<file path="src/svw_map.vh">
// svw_map.vh: constants of the supervisory reset and watchdog block.
// assumes a 40 MHz system clock; included by every svw design file.
`ifndef SVW_MAP_VH
`define SVW_MAP_VH

// clock rate, used to turn times into cycle counts
`define SVW_CLK_KHZ       40000

// counter width, large enough for the longest count
`define SVW_CNT_W         26

// reset hold period, least time, in ms and in cycles
`define SVW_HOLD_MS       140
`define SVW_HOLD_CYC      ((`SVW_HOLD_MS * `SVW_CLK_KHZ))

// kick window, nominal, in ms and in cycles
`define SVW_KICK_MS       1600
`define SVW_KICK_CYC      ((`SVW_KICK_MS * `SVW_CLK_KHZ))

// self-service driver goes high for the last eighth of the window
`define SVW_SELF_NUM      7
`define SVW_SELF_DEN      8

// manual reset glitch rejection, in ns and in cycles (rounded up)
`define SVW_MR_GLITCH_NS  100
`define SVW_MR_DEB_CYC    ((`SVW_MR_GLITCH_NS * `SVW_CLK_KHZ + 999999) / 1000000)
`define SVW_DEB_W         3

// reset values
`define SVW_MR_RST        1'b1
`define SVW_KICK_RST      1'b0

// bit positions in the cause vector
`define SVW_CAUSE_UV      0
`define SVW_CAUSE_MR      1
`define SVW_CAUSE_WD      2
`define SVW_CAUSE_W       3

`endif

</file>
<file path="src/svw_kick_detect.v">
// svw_kick_detect.v: synchroniser and both-edge detector for the kick pin.
// assumes the pin is asynchronous; a pulse must span one clock edge.
`include "svw_map.vh"

module svw_kick_detect (
	// clock and reset
	input  wire clk_sys_i,
	input  wire rst_i,
	// pin side
	input  wire kick_input_i,
	// one-cycle pulse on every rising or falling edge
	output wire kick_edge_o
);

	reg meta_r;
	reg sync_r;
	reg prev_r;

	// no filtering: a 50 ns pulse spans at least one 25 ns edge and is kept
	always @(posedge clk_sys_i or posedge rst_i) begin
		if (rst_i) begin
			meta_r <= `SVW_KICK_RST;
			sync_r <= `SVW_KICK_RST;
			prev_r <= `SVW_KICK_RST;
		end else begin
			meta_r <= kick_input_i;
			sync_r <= meta_r;
			prev_r <= sync_r;
		end
	end

	// either direction counts as a service
	assign kick_edge_o = sync_r ^ prev_r;

endmodule

</file>
<file path="src/svw_mr_filter.v">
// svw_mr_filter.v: synchroniser and debouncer for the manual reset pin.
// assumes the pin is asynchronous and pulled up outside when left open.
`include "svw_map.vh"

module svw_mr_filter (
	// clock and reset
	input  wire clk_sys_i,
	input  wire rst_i,
	// pin side
	input  wire manual_rst_n_i,
	// filtered level, low while a manual reset is held
	output wire mr_level_n_o
);

	// the glitch count is worked out wide, then cut to the counter width on purpose
	localparam integer          DEB_N    = `SVW_MR_DEB_CYC - 1;
	localparam [`SVW_DEB_W-1:0] DEB_LAST = DEB_N[`SVW_DEB_W-1:0];

	reg                  meta_r;
	reg                  sync_r;
	reg                  stable_r;
	reg [`SVW_DEB_W-1:0] deb_r;

	// two-stage synchroniser; the first stage feeds only the second
	always @(posedge clk_sys_i or posedge rst_i) begin
		if (rst_i) begin
			meta_r <= `SVW_MR_RST;
			sync_r <= `SVW_MR_RST;
		end else begin
			meta_r <= manual_rst_n_i;
			sync_r <= meta_r;
		end
	end

	// a new level must hold for the whole glitch window before it is taken,
	// so switch bounce and short spikes never reach the reset logic
	always @(posedge clk_sys_i or posedge rst_i) begin
		if (rst_i) begin
			stable_r <= `SVW_MR_RST;
			deb_r    <= {`SVW_DEB_W{1'b0}};
		end else if (sync_r == stable_r) begin
			deb_r <= {`SVW_DEB_W{1'b0}};
		end else if (deb_r == DEB_LAST) begin
			stable_r <= sync_r;
			deb_r    <= {`SVW_DEB_W{1'b0}};
		end else begin
			deb_r <= deb_r + 1'b1;
		end
	end

	assign mr_level_n_o = stable_r;

endmodule

</file>
<file path="src/svw_top.v">
// svw_top.v: supervisory reset generator with manual reset and watchdog.
// assumes an undervoltage flag from an analog comparator, asynchronous to
// clk_sys_i; pull-up on the manual reset wire and weak-drive resolution of
// the kick wire are done by the surrounding wiring.
`include "svw_map.vh"

module svw_top #(
	parameter [`SVW_CNT_W-1:0] HOLD_CYC = `SVW_HOLD_CYC,
	parameter [`SVW_CNT_W-1:0] KICK_CYC = `SVW_KICK_CYC
) (
	// clock and reset
	input  wire                  clk_sys_i,
	input  wire                  rst_i,
	// supply monitor
	input  wire                  undervolt_i,
	// manual reset pin, active low
	input  wire                  manual_rst_n_i,
	// kick pin, driven weakly by this block
	input  wire                  kick_input_i,
	output wire                  kick_input_o,
	output wire                  kick_input_oe_o,
	// reset outputs
	output wire                  rst_n_o,
	output wire                  rst_o,
	// status
	output wire                  wdog_trip_o,
	output wire [`SVW_CAUSE_W-1:0] cause_o
);

	localparam [2:0] ST_RUN   = 3'b001;
	localparam [2:0] ST_CAUSE = 3'b010;
	localparam [2:0] ST_HOLD  = 3'b100;

	localparam [`SVW_CNT_W-1:0] HOLD_LAST = HOLD_CYC - 1'b1;
	localparam [`SVW_CNT_W-1:0] KICK_LAST = KICK_CYC - 1'b1;
	localparam [`SVW_CNT_W-1:0] SELF_HIGH = (KICK_CYC / `SVW_SELF_DEN) * `SVW_SELF_NUM;

	// supply flag synchroniser
	reg                    uv_meta_r;
	reg                    uv_sync_r;

	// reset sequencer
	reg [2:0]              state_r;
	reg [2:0]              state_nxt;
	reg [`SVW_CNT_W-1:0]   hold_r;
	reg [`SVW_CNT_W-1:0]   hold_nxt;
	reg                    rst_r;
	reg                    rst_n_r;
	wire                   asserted_nxt;

	// watchdog
	reg [`SVW_CNT_W-1:0]   wd_r;
	reg [`SVW_CNT_W-1:0]   wd_nxt;
	reg                    wd_expire_r;
	reg                    wd_expire_nxt;
	reg                    drive_r;
	reg                    drive_oe_r;

	// cause record
	reg [`SVW_CAUSE_W-1:0] cause_r;
	reg [`SVW_CAUSE_W-1:0] cause_nxt;

	wire                   mr_level_n;
	wire                   mr_low;
	wire                   kick_edge;
	wire                   wd_clear;
	wire                   cause_any;
	wire [`SVW_CAUSE_W-1:0] cause_now;

	// one-cycle count step shared by both counters
	function [`SVW_CNT_W-1:0] cnt_step;
		input [`SVW_CNT_W-1:0] cnt;
		input                  up;
		begin
			if (up)
				cnt_step = cnt + 1'b1;
			else
				cnt_step = cnt - 1'b1;
		end
	endfunction

	svw_mr_filter u_mr_filter (
		.clk_sys_i      (clk_sys_i),
		.rst_i          (rst_i),
		.manual_rst_n_i (manual_rst_n_i),
		.mr_level_n_o   (mr_level_n)
	);

	svw_kick_detect u_kick_detect (
		.clk_sys_i    (clk_sys_i),
		.rst_i        (rst_i),
		.kick_input_i (kick_input_i),
		.kick_edge_o  (kick_edge)
	);

	// the comparator output is not related to clk_sys_i
	always @(posedge clk_sys_i or posedge rst_i) begin
		if (rst_i) begin
			uv_meta_r <= 1'b0;
			uv_sync_r <= 1'b0;
		end else begin
			uv_meta_r <= undervolt_i;
			uv_sync_r <= uv_meta_r;
		end
	end

	// an open manual input reads high through the pull-up and stays idle
	assign mr_low = ~mr_level_n;

	assign cause_now[`SVW_CAUSE_UV] = uv_sync_r;
	assign cause_now[`SVW_CAUSE_MR] = mr_low;
	assign cause_now[`SVW_CAUSE_WD] = wd_expire_r;
	assign cause_any = |cause_now;

	// sequencer: a cause parks the machine in ST_CAUSE, reloading the hold
	// count every cycle, so the hold always runs from the last cause
	always @* begin
		state_nxt = state_r;
		hold_nxt  = hold_r;
		case (state_r)
			ST_RUN: begin
				if (cause_any) begin
					state_nxt = ST_CAUSE;
					hold_nxt  = HOLD_LAST;
				end
			end
			ST_CAUSE: begin
				hold_nxt = HOLD_LAST;
				if (!cause_any)
					state_nxt = ST_HOLD;
			end
			ST_HOLD: begin
				if (cause_any) begin
					state_nxt = ST_CAUSE;
					hold_nxt  = HOLD_LAST;
				end else if (hold_r == {`SVW_CNT_W{1'b0}}) begin
					state_nxt = ST_RUN;
				end else begin
					hold_nxt = cnt_step(hold_r, 1'b0);
				end
			end
			default: begin
				state_nxt = ST_CAUSE;
				hold_nxt  = HOLD_LAST;
			end
		endcase
	end

	assign asserted_nxt = (state_nxt != ST_RUN);

	// block reset behaves like power-up: reset asserted, full hold to follow
	always @(posedge clk_sys_i or posedge rst_i) begin
		if (rst_i) begin
			state_r <= ST_HOLD;
			hold_r  <= HOLD_LAST;
			rst_r   <= 1'b1;
			rst_n_r <= 1'b0;
		end else begin
			state_r <= state_nxt;
			hold_r  <= hold_nxt;
			rst_r   <= asserted_nxt;
			rst_n_r <= ~asserted_nxt;
		end
	end

	// watchdog clears on asserted reset, on a held manual reset and on any
	// kick edge; it reads the registered reset so it restarts from zero on
	// the first cycle after release
	assign wd_clear = rst_r | mr_low | kick_edge;

	always @* begin
		wd_nxt        = wd_r;
		wd_expire_nxt = 1'b0;
		if (wd_clear) begin
			wd_nxt = {`SVW_CNT_W{1'b0}};
		end else if (wd_r == KICK_LAST) begin
			wd_nxt        = {`SVW_CNT_W{1'b0}};
			wd_expire_nxt = 1'b1;
		end else begin
			wd_nxt = cnt_step(wd_r, 1'b1);
		end
	end

	always @(posedge clk_sys_i or posedge rst_i) begin
		if (rst_i) begin
			wd_r        <= {`SVW_CNT_W{1'b0}};
			wd_expire_r <= 1'b0;
		end else begin
			wd_r        <= wd_nxt;
			wd_expire_r <= wd_expire_nxt;
		end
	end

	// weak self-service driver: high only in the last eighth of the window.
	// with the pin floating the wire follows it, the rising edge clears the
	// counter, the drive drops and a second edge follows, so the watchdog
	// never expires; a strong external driver simply overrides it
	always @(posedge clk_sys_i or posedge rst_i) begin
		if (rst_i) begin
			drive_r    <= `SVW_KICK_RST;
			drive_oe_r <= 1'b1;
		end else begin
			drive_r    <= (wd_nxt >= SELF_HIGH);
			drive_oe_r <= 1'b1;
		end
	end

	// cause record: bits collect while reset is asserted and restart with
	// the first cause after a release; an event in the clearing cycle wins
	always @* begin
		cause_nxt = cause_r;
		if (cause_any) begin
			if (rst_r)
				cause_nxt = cause_r | cause_now;
			else
				cause_nxt = cause_now;
		end
	end

	always @(posedge clk_sys_i or posedge rst_i) begin
		if (rst_i)
			cause_r <= {`SVW_CAUSE_W{1'b0}};
		else
			cause_r <= cause_nxt;
	end

	assign rst_o           = rst_r;
	assign rst_n_o         = rst_n_r;
	assign kick_input_o    = drive_r;
	assign kick_input_oe_o = drive_oe_r;
	assign wdog_trip_o     = wd_expire_r;
	assign cause_o         = cause_r;

endmodule

</file>
<file path="config.mk">
export PLATFORM = sky130hd
export DESIGN_NAME = svw_top
export DESIGN_NICKNAME = d
export VERILOG_FILES = /design/src/svw_kick_detect.v /design/src/svw_mr_filter.v /design/src/svw_top.v
export VERILOG_INCLUDE_DIRS = /design/src
export SDC_FILE = /design/constraint.sdc
export NUM_CORES = 1
export LEC_CHECK = 0
export ABC_AREA = 1
export BUFFER_PORTS_ARGS = -buffer_cell sky130_fd_sc_hd__buf_2
export CAP_MARGIN = 10
export CORE_ASPECT_RATIO = 0.75
export CORE_MARGIN = 2
export CORE_UTILIZATION = 45
export CTS_CLUSTER_SIZE = 30
export DETAILED_ROUTE_END_ITERATION = 6
export HOLD_SLACK_MARGIN = 0.05
export PLACE_DENSITY_LB_ADDON = 0.12
export RECOVER_POWER = 50
export SYNTH_ARGS = -nofsm -noshare
export SYNTH_HDL_FRONTEND = slang
export SYNTH_SLANG_ARGS = --single-unit
</file>
<file path="constraint.sdc">
create_clock -name clk_sys_i -period 5.61 [get_ports clk_sys_i]
set_input_delay 1.122 -clock clk_sys_i [delete_from_list [all_inputs] [get_ports clk_sys_i]]
set_output_delay 1.122 -clock clk_sys_i [all_outputs]
set_load 0.01 [all_outputs]
</file>
==> qor.csv, run 1 <==
metric,value,unit
design_power_total,1.34,mW
netlist_instances,528,
synthSimpleGateAreaFrac,34.9,%
run_status,"finished, final reports clean",
grt_use_total,21.4,%
nNetsFinal,553,
drt_iter0_drc,212,
crit_slowest_cell,nor3_1,
p_leak,1.93,nW
synth_compound_area_share,6.87,%
syn_nets,536,
ir_drop,207,uV
root_buffer,clkbuf_16,
tightestPinTransition,1.15,ns
dieArea,9730,um^2
synth_area_per_cell,7.63,um^2
min_period_over_period,53.6,%
num_rows,29,
worstSetupStartpoint,u_mr_filter.mr_level_n_o,
drtPass1Iterations,4,
synth_warnings,0,
ys_top_cells_by_area,"dfrtp_1, dfstp_2, nand2_1, nor2_1, inv_1",
cts_resized,0,
cp-end-kind,flop,
slowest_delay,0.60,ns
synth_area,4030,um^2
synth_seq_cells,73,
async_reset_ff_share,100,%
diodes,0,
drive_above_1_share,11.8,%
gp_congestion,0.908,
whs,0.349,ns
min_period,3.01,ns
drc,0,
arrival,3.28,ns
pre_cts_slack,3.28,ns
via_count,3409,
grt.overflow.total,0,
cts_tree,yes,
cts_setup_buffers,0,
synth-xor-area-share,3.48,%
yosysTopAreaCell,dfrtp_1,
fin_setup_tns,0,ns
criticalPathCategory,flop to flop,
clock.fmax,333,MHz
grt_pass1_wl,16.0,mm
r2r_start,u_mr_filter.mr_level_n_o,
synth_top_family_by_area,simple AND/OR/NAND/NOR gates,
routedWlPerCell,14.2,um
start_util,47.0,%
h-tree-depth,3,
synth_fa_ha_area_share,0.932,%
dieWidth,113,um
worstPathRequired,5.89,ns
layout_setup_ws,2.60,ns
setup_viol,0,
placeableCoreArea,8560,um^2
hold_viol,0,
relSlewSlack,23.1,%
cts.sinks,73,
clock_skew,0.00795,ns
rsz0062_at_grt,no,
dp_hpwl,6.98,mm
wl,9.34,mm
vias_per_cell,5.18,
seq_area_frac_synth,46.0,%
powerDensity,298,nW/um^2
die_h,85.9,um
grt_pass1_vias,3234,
ant_nets,0,
cp-start-kind,flop,
syn_to_final_growth,11.5,%
grt_max_degree,44,
crit_path_cell_trace,inv_1 -> or2_2 -> nor3_1 -> nand2_1 -> nor3b_1 -> nand2_1 -> nor2_1 -> nand3_1 -> nand2_1,
clockBufferDepth,2,
portBuffers,11,
synth-edff-count,0,
slew_violations,0,
synth_flop_cell,dfrtp_1,
synthMuxAreaShare,0,%
netlist.area_leader.share,32.3,%
clock_latency,0.34,ns
hold_buffers,0,
io_pins,13,
hp-class,flop to flop,
clk_pin_slew,0.06,ns
synth.distinct_cells,38,
antenna_found_initial,0,
max_cap_violations,0,
final_core_util,52.5,%
crit_top_cell,nand2_1,
min_from,uv_meta_r,
cp_max_fo,12,
cts_inserted_buffers,9,
## Yosys cell counts (3+ instances only)
master,n
inv_1,64
nand4_1,7
dfrtp_1,52
nor2_1,94
xor2_1,12
nand3b_1,5
ha_1,3
o21ai_1,8
xnor2_1,4
o21ai_0,13
nor2_2,15
nor3_1,15
nand2_1,118
dfstp_2,21
nand3_1,43
a21oi_1,12
inv_2,5
o21bai_1,5
o31ai_1,3
buf_2,3
## power breakdown
part	switching [mW]	internal (mW)
Sequential	0.0111	0.551
Combinational	0.0497	0.0203
Clock	0.227	0.480
Total	0.288	1.05
## area by class of cell
cell class / count / area (um^2)
tap: 108 / 135
timing repair buffer: 13 / 61.3
fill: 827 / 4070
clock inverter: 7 / 143
inverter: 69 / 259
clock buffer: 9 / 225
sequential: 73 / 1850
multi-input combinational: 379 / 1820
## routing by layer
metal	share of wire (%)	GRT usage [%]	routed length, um
met5	0	0	0
met2	38	27.8	3570
met1	54	33.4	5010
met3	6.7	6.36	621
met4	1.4	7.10	127
## registers in the layout (all words and copies together) (netlist names)
name	flops
cause_o	3
hold_r	26
kick_input_o	1
rst_n_o	1
rst_o	1
state_r	3
u_kick_detect.meta_r	1
u_kick_detect.prev_r	1
u_kick_detect.sync_r	1
u_mr_filter.deb_r	3
u_mr_filter.meta_r	1
u_mr_filter.mr_level_n_o	1
u_mr_filter.sync_r	1
uv_meta_r	1
uv_sync_r	1
wd_r	26
wdog_trip_o	1
## cell families (layout without fill, tap and decap cells)
kind of cell             after synthesis  in the layout
other                                  1              1
adder cells (fa/ha/maj)                3              3
AND/OR/NAND/NOR                      312            312
XOR/XNOR                              16             16
buffers and inverters                 76             98
flip-flops                            73             73
AO/OA/AOI/OAI                         47             47
## critical path: cells and delay by family, from the launching register on
family,cells,cell delay (ns)
buf+inv,1,0.08
simple gates,8,2.30
flops,1,0.56
## placed cells by master, fill, tap and decap left out, types with 9 or more instances in the layout
master	instances
nand2_1	120
nor2_1	97
inv_1	67
dfrtp_1	52
nand3_1	43
dfstp_2	20
nor3_1	16
o21ai_0	13
nor2_2	12
a21oi_1	12
xor2_1	12
clkbuf_16	9
## final timing paths
kind	to	slack (ns)	depth (start not counted)
min in group asynchronous	cause_o[2]	1.08	2
max	kick_input_o	2.60	9
max reg2reg	kick_input_o	2.60	9
min	uv_sync_r	0.35	0
max in group asynchronous	hold_r[20]	3.36	3
min reg2reg	uv_sync_r	0.35	0
## metrics by stage
stage	cell area, um^2	cells
floorplan	4030	528
global placement	4180	642
detailed placement	4180	642
CTS	4550	658
global route	4490	658
finish	4490	658
Power figures use the tool's default switching activity.
==> run 2: changes to the inputs <==
==> constraint.sdc (replaced) <==
create_clock -name clk_sys_i -period 2.58 [get_ports clk_sys_i]
set_input_delay 0.516 -clock clk_sys_i [delete_from_list [all_inputs] [get_ports clk_sys_i]]
set_output_delay 0.516 -clock clk_sys_i [all_outputs]
set_load 0.01 [all_outputs]
==> run 2 against run 1 <==
- setup slack worse by 2.3 ns
- combinational power up 130%
- cell area down 0.47%
- sequential cell count unchanged
- die area unchanged
- wire length about the same
- cell count up 0.15%
- largest cell class is now multi-input gates
==> qor.csv, run 2 (synthesized netlist as in run 1, its figures left out) <==
metric,value,unit,change
relSlewSlack,32.8,%,+9.7 points
grt_pass1_wl,15.8,mm,-1.2%
start_util,47.0,%,unchanged
cts_inserted_buffers,9,,unchanged
max_cap_violations,0,,unchanged
reg2reg_to,hold_r[11],,
layout_common_cells,"nand2_1, nor2_1, inv_1, dfrtp_1, nand3_1",,
routedWlPerCell,14.2,um,-0.12%
placed_cells,643,,+0.16%
setup_viol,0,,unchanged
clockBufferDepth,2,,unchanged
die_h,85.9,um,unchanged
worst_r2r_path_depth,13,,+4
crit_end,hold_r[11],,
via_count,3375,,-1.0%
reg2reg_slack,0.35,ns,-2.25 ns
dieArea,9730,um^2,unchanged
nNetsFinal,554,,+0.18%
cts_resized,0,,unchanged
p_leak,1.92,nW,-0.30%
cp-start-kind,flop,,
cts_setup_buffers,0,,unchanged
pre_cts_slack,0.376,ns,-2.91 ns
final_common_cell,nand2_1,,
powerDensity,580,nW/um^2,+95%
clock.fmax,449,MHz,+35%
min_period,2.23,ns,-0.778 ns
r2r_start,hold_r[0],,
dieWidth,113,um,unchanged
drive_above_1_share,14.5,%,+2.7 points
run_status,"finished, final reports clean",,
dp_hpwl,7.06,mm,+1.2%
root_buffer,clkbuf_16,,
rsz0062_at_grt,no,,
worstPathRequired,2.85,ns,-3.04 ns
drtPass1Iterations,6,,+2
fill_cells,829,,+0.24%
diodes,0,,unchanged
arrival,2.50,ns,-0.78 ns
syn_to_final_growth,11.0,%,
placeableCoreArea,8560,um^2,unchanged
h-tree-depth,3,,unchanged
layout_setup_ws,0.352,ns,-2.25 ns
grt.overflow.total,0,,unchanged
cts_tree,yes,,
worstSetupStartpoint,hold_r[0],,
vias_per_cell,5.12,,-1.1%
slew_violations,0,,unchanged
grt_use_total,21.1,%,-0.30 points
design_power_total,2.59,mW,+94%
grt_max_degree,36,,-18%
drc,0,,unchanged
criticalPathCategory,flop to flop,,
num_rows,29,,unchanged
post_layout_nonfiller_instances,659,,+0.15%
hold_buffers,0,,unchanged
top_regs,"hold_r (26), wd_r (26)",,
min_period_over_period,86.4,%,+33 points
tightestPinTransition,1.01,ns,-0.145 ns
cp-end-kind,flop,,
antenna_found_initial,0,,unchanged
cp_max_fo,35,,+23
portBuffers,11,,unchanged
hp-class,input pin to flop,,
clock_latency,0.34,ns,about the same
io_pins,13,,unchanged
ant_nets,0,,unchanged
hold_viol,0,,unchanged
wl,9.34,mm,about the same
grt_pass1_vias,3172,,-1.9%
gp_congestion,0.921,,+1.4%
ir_drop,426,uV,+110%
cts.sinks,73,,unchanged
final_core_util,52.2,%,-0.25 points
clock_skew,0.00657,ns,-0.00138 ns
drt_iter0_drc,349,,+65%
clk_pin_slew,0.06,ns,about the same
fin_setup_tns,0,ns,unchanged
-- run 2: cell count changes in the layout (fill, tap and decap cells not counted), sizes merged --
cell      before  now
buf            8   12
bufinv         4    0
inv           69   72
clkbuf        14   12
clkinv         3    1
clkinvlp       0    2
-- run 2: per-stage QoR --
step / instance area [um^2] / hold slack [ns]
global route: 4470 / 0.259
global placement: 4200 / 0.333
CTS: 4490 / 0.224
finish: 4470 / 0.274
detailed placement: 4200 / 0.348
floorplan: 4030 / 0.331
-- run 2: final cells by class --
class | instances | area (um^2) | area share (%)
Clock buffer | 10 | 239 | 5.35
Clock inverter | 6 | 50.0 | 1.12
Inverter | 69 | 259 | 5.79
Multi-Input combinational cell | 379 | 1860 | 41.7
Sequential cell | 73 | 1850 | 41.4
Tap cell | 108 | 135 | 3.02
Timing Repair Buffer | 14 | 71.3 | 1.60
-- run 2: routing by layer --
layer	GRT usage, %	routed length (um)	vias to the layer above
li1	-	-	1708
met5	0	0	-
met3	6.08	643	9
met1	33.5	5020	1555
met2	27.5	3560	103
met4	5.43	110	0
-- run 2: worst max-delay path, stage by stage, from the launching register on --
cell	delay (ns)
dfstp_2	0.51
inv_1	0.06
ha_1	0.26
nand2_2	0.13
nor2_4	0.06
nand2_1	0.10
nor2_2	0.05
nand3_1	0.10
nand2_2	0.09
nand2_4	0.30
inv_2	0.16
o21ai_0	0.17
nand2_1	0.07
nor2_1	0.08
-- run 2: worst min-delay path by stage --
stage / from / end / slack [ns] / cells past startpoint
final: manual_rst_n_i / u_mr_filter.meta_r / 0.27 / 1
after global routing: manual_rst_n_i / u_mr_filter.meta_r / 0.26 / 1
after CTS: rst_i / cause_o[2] / 0.22 / 2
after detailed placement: u_kick_detect.meta_r / u_kick_detect.sync_r / 0.35 / 0
after global placement: u_kick_detect.meta_r / u_kick_detect.sync_r / 0.33 / 0
after floorplan: u_kick_detect.meta_r / u_kick_detect.sync_r / 0.33 / 0
-- run 2: power by group --
group	switching [mW]	internal, mW	total (mW)
Clock	0.521	0.689	1.21
Combinational	0.114	0.0465	0.161
Sequential	0.0249	1.20	1.22
==> run 3: changes to the inputs <==
==> constraint.sdc (replaced) <==
create_clock -name clk_sys_i -period 2.8 [get_ports clk_sys_i]
set_input_delay 0.56 -clock clk_sys_i [delete_from_list [all_inputs] [get_ports clk_sys_i]]
set_output_delay 0.56 -clock clk_sys_i [all_outputs]
set_load 0.01 [all_outputs]
==> run 3 against run 2 <==
- setup slack better by 0.18 ns
- register-to-register slack better by 0.18 ns
- clock skew is 0.00060 ns lower
- first-iteration DRC count is 22% lower
- wire length is 0.11% higher
- global-route usage is 0.18 points higher
- via count is 0.21% higher
- cell count is 0.15% lower
- worst hold slack worse by 0.0039 ns
- clock power is 3% higher
- critical endpoint unchanged
- highest routed layer unchanged
==> qor.csv, run 3 (synthesized netlist as in run 1, its figures left out) <==
metric,value,unit,change
min_period_over_period,81.1,%,-5.2 points
fin_setup_tns,0,ns,unchanged
p_leak,1.94,nW,+1.0%
hold_viol,0,,unchanged
h-tree-depth,3,,unchanged
clock.fmax,440,MHz,-1.9%
drtPass1Iterations,5,,-1
cts_tree,yes,,
gp_congestion,0.954,,+3.6%
crit_path_cell_trace,inv_1 -> ha_1 -> nand2_2 -> nor2_4 -> nand2_1 -> nor2_2 -> nand3_1 -> nand2_2 -> nand2_4 -> inv_2 -> o21ai_0 -> nand2_1 -> nor2_1,,
cp_top_family,simple AND/OR/NAND/NOR gates,,
setup_viol,0,,unchanged
post_dp_cell_area,4190,um^2,-0.18%
relSlewSlack,3.75,%,-29 points
arrival,2.49,ns,about the same
multi_input_area,1860,um^2,unchanged
cp.buffers_inverters,2,,unchanged
post_layout_nonfiller_instances,658,,-0.15%
root_buffer,clkbuf_16,,
worstPathRequired,3.02,ns,+0.17 ns
final_common_cell,nand2_1,,
cts.sinks,73,,unchanged
criticalPathCategory,flop to flop,,
slowest_delay,0.36,ns,-0.15 ns
cp-end-kind,flop,,
start_util,47.0,%,unchanged
ant_nets,0,,unchanged
placed_cells,642,,-0.16%
cts_resized,0,,unchanged
diodes,0,,unchanged
grt_use_total,21.3,%,+0.18 points
cp-start-kind,flop,,
worstSetupStartpoint,hold_r[0],,
min_period,2.27,ns,+0.0434 ns
top_regs,"hold_r (26), wd_r (26)",,
ir_drop,431,uV,+1.2%
clock_skew,0.00597,ns,-0.000600 ns
antenna_found_initial,0,,unchanged
grt.overflow.total,0,,unchanged
num_rows,29,,unchanged
via_count,3382,,+0.21%
grt_pass1_vias,3211,,+1.2%
slew_violations,0,,unchanged
fill_cells,809,,-2.4%
max_cap_violations,0,,unchanged
clockBufferDepth,2,,unchanged
hp-class,input pin to async pin,,
cts_setup_buffers,0,,unchanged
run_status,"finished, final reports clean",,
drc,0,,unchanged
drive_above_1_share,14.4,%,-0.16 points
grt_pass1_wl,16.2,mm,+2.5%
nNetsFinal,553,,-0.18%
routedWlPerCell,14.2,um,+0.26%
powerDensity,561,nW/um^2,-3.3%
die_h,85.9,um,unchanged
placeableCoreArea,8560,um^2,unchanged
layout_common_cells,"nand2_1, nor2_1, inv_1, dfrtp_1, nand3_1",,
tightestPinTransition,1.44,ns,+0.436 ns
final_core_util,52.5,%,+0.32 points
dieWidth,113,um,unchanged
clock_latency,0.34,ns,about the same
io_pins,13,,unchanged
drt_iter0_drc,273,,-22%
cts_inserted_buffers,9,,unchanged
regArea,1850,um^2,unchanged
hold_buffers,0,,unchanged
vias_per_cell,5.14,,+0.36%
r2r_start,hold_r[0],,
cp_max_fo,35,,unchanged
portBuffers,11,,unchanged
grt_max_degree,60,,+67%
dieArea,9730,um^2,unchanged
dp_hpwl,6.75,mm,-4.5%
wl,9.35,mm,+0.11%
rsz0062_at_grt,no,,
syn_to_final_growth,11.7,%,
crit_slowest_cell,dfstp_2,,
fin_area,4500,um^2,+0.62%
clk_pin_slew,0.06,ns,about the same
## run 3: final timing paths
| kind | to | slack [ns] | cells after the start |
|---|---|---|---|
| worst max register to register | hold_r[11] | 0.53 | 13 |
| worst min-delay path | hold_r[15] | 0.27 | 2 |
| worst max-delay path | hold_r[11] | 0.53 | 13 |
| max in group asynchronous | wd_r[2] | 0.72 | 3 |
| worst min register to register | uv_sync_r | 0.35 | 0 |
| min in group clk_sys_i | u_mr_filter.meta_r | 0.32 | 1 |
## run 3: final cells by class
cell class,instances,area share [%]
Timing Repair Buffer,13,1.50
Clock inverter,6,2.03
Sequential cell,73,41.2
Clock buffer,10,5.09
Tap cell,108,3.00
Inverter,69,5.76
Multi-Input combinational cell,379,41.4
## run 3: report_power, final
part,internal (mW),switching [mW]
Combinational,0.0424,0.107
Sequential,1.10,0.0236
Clock,0.785,0.461
## run 3: per-stage QoR
stage               setup slack (ns)  hold slack, ns  power (mW)
detailed placement             0.548           0.342        1.30
global route                   0.191           0.311        2.63
finish                         0.528           0.270        2.52
CTS                            0.517           0.191        2.56
floorplan                      0.421           0.331        1.25
global placement               0.603           0.336        1.30
## run 3: metal layers
metal  vias to the layer above  part of all wire [%]  global-route usage (%)
met2                        95                    38                    27.7
met5                         -                     0                       0
li1                       1714                     -                       -
met1                      1562                    55                    34.6
met4                         0                   1.2                    5.88
met3                        11                   5.5                    4.66
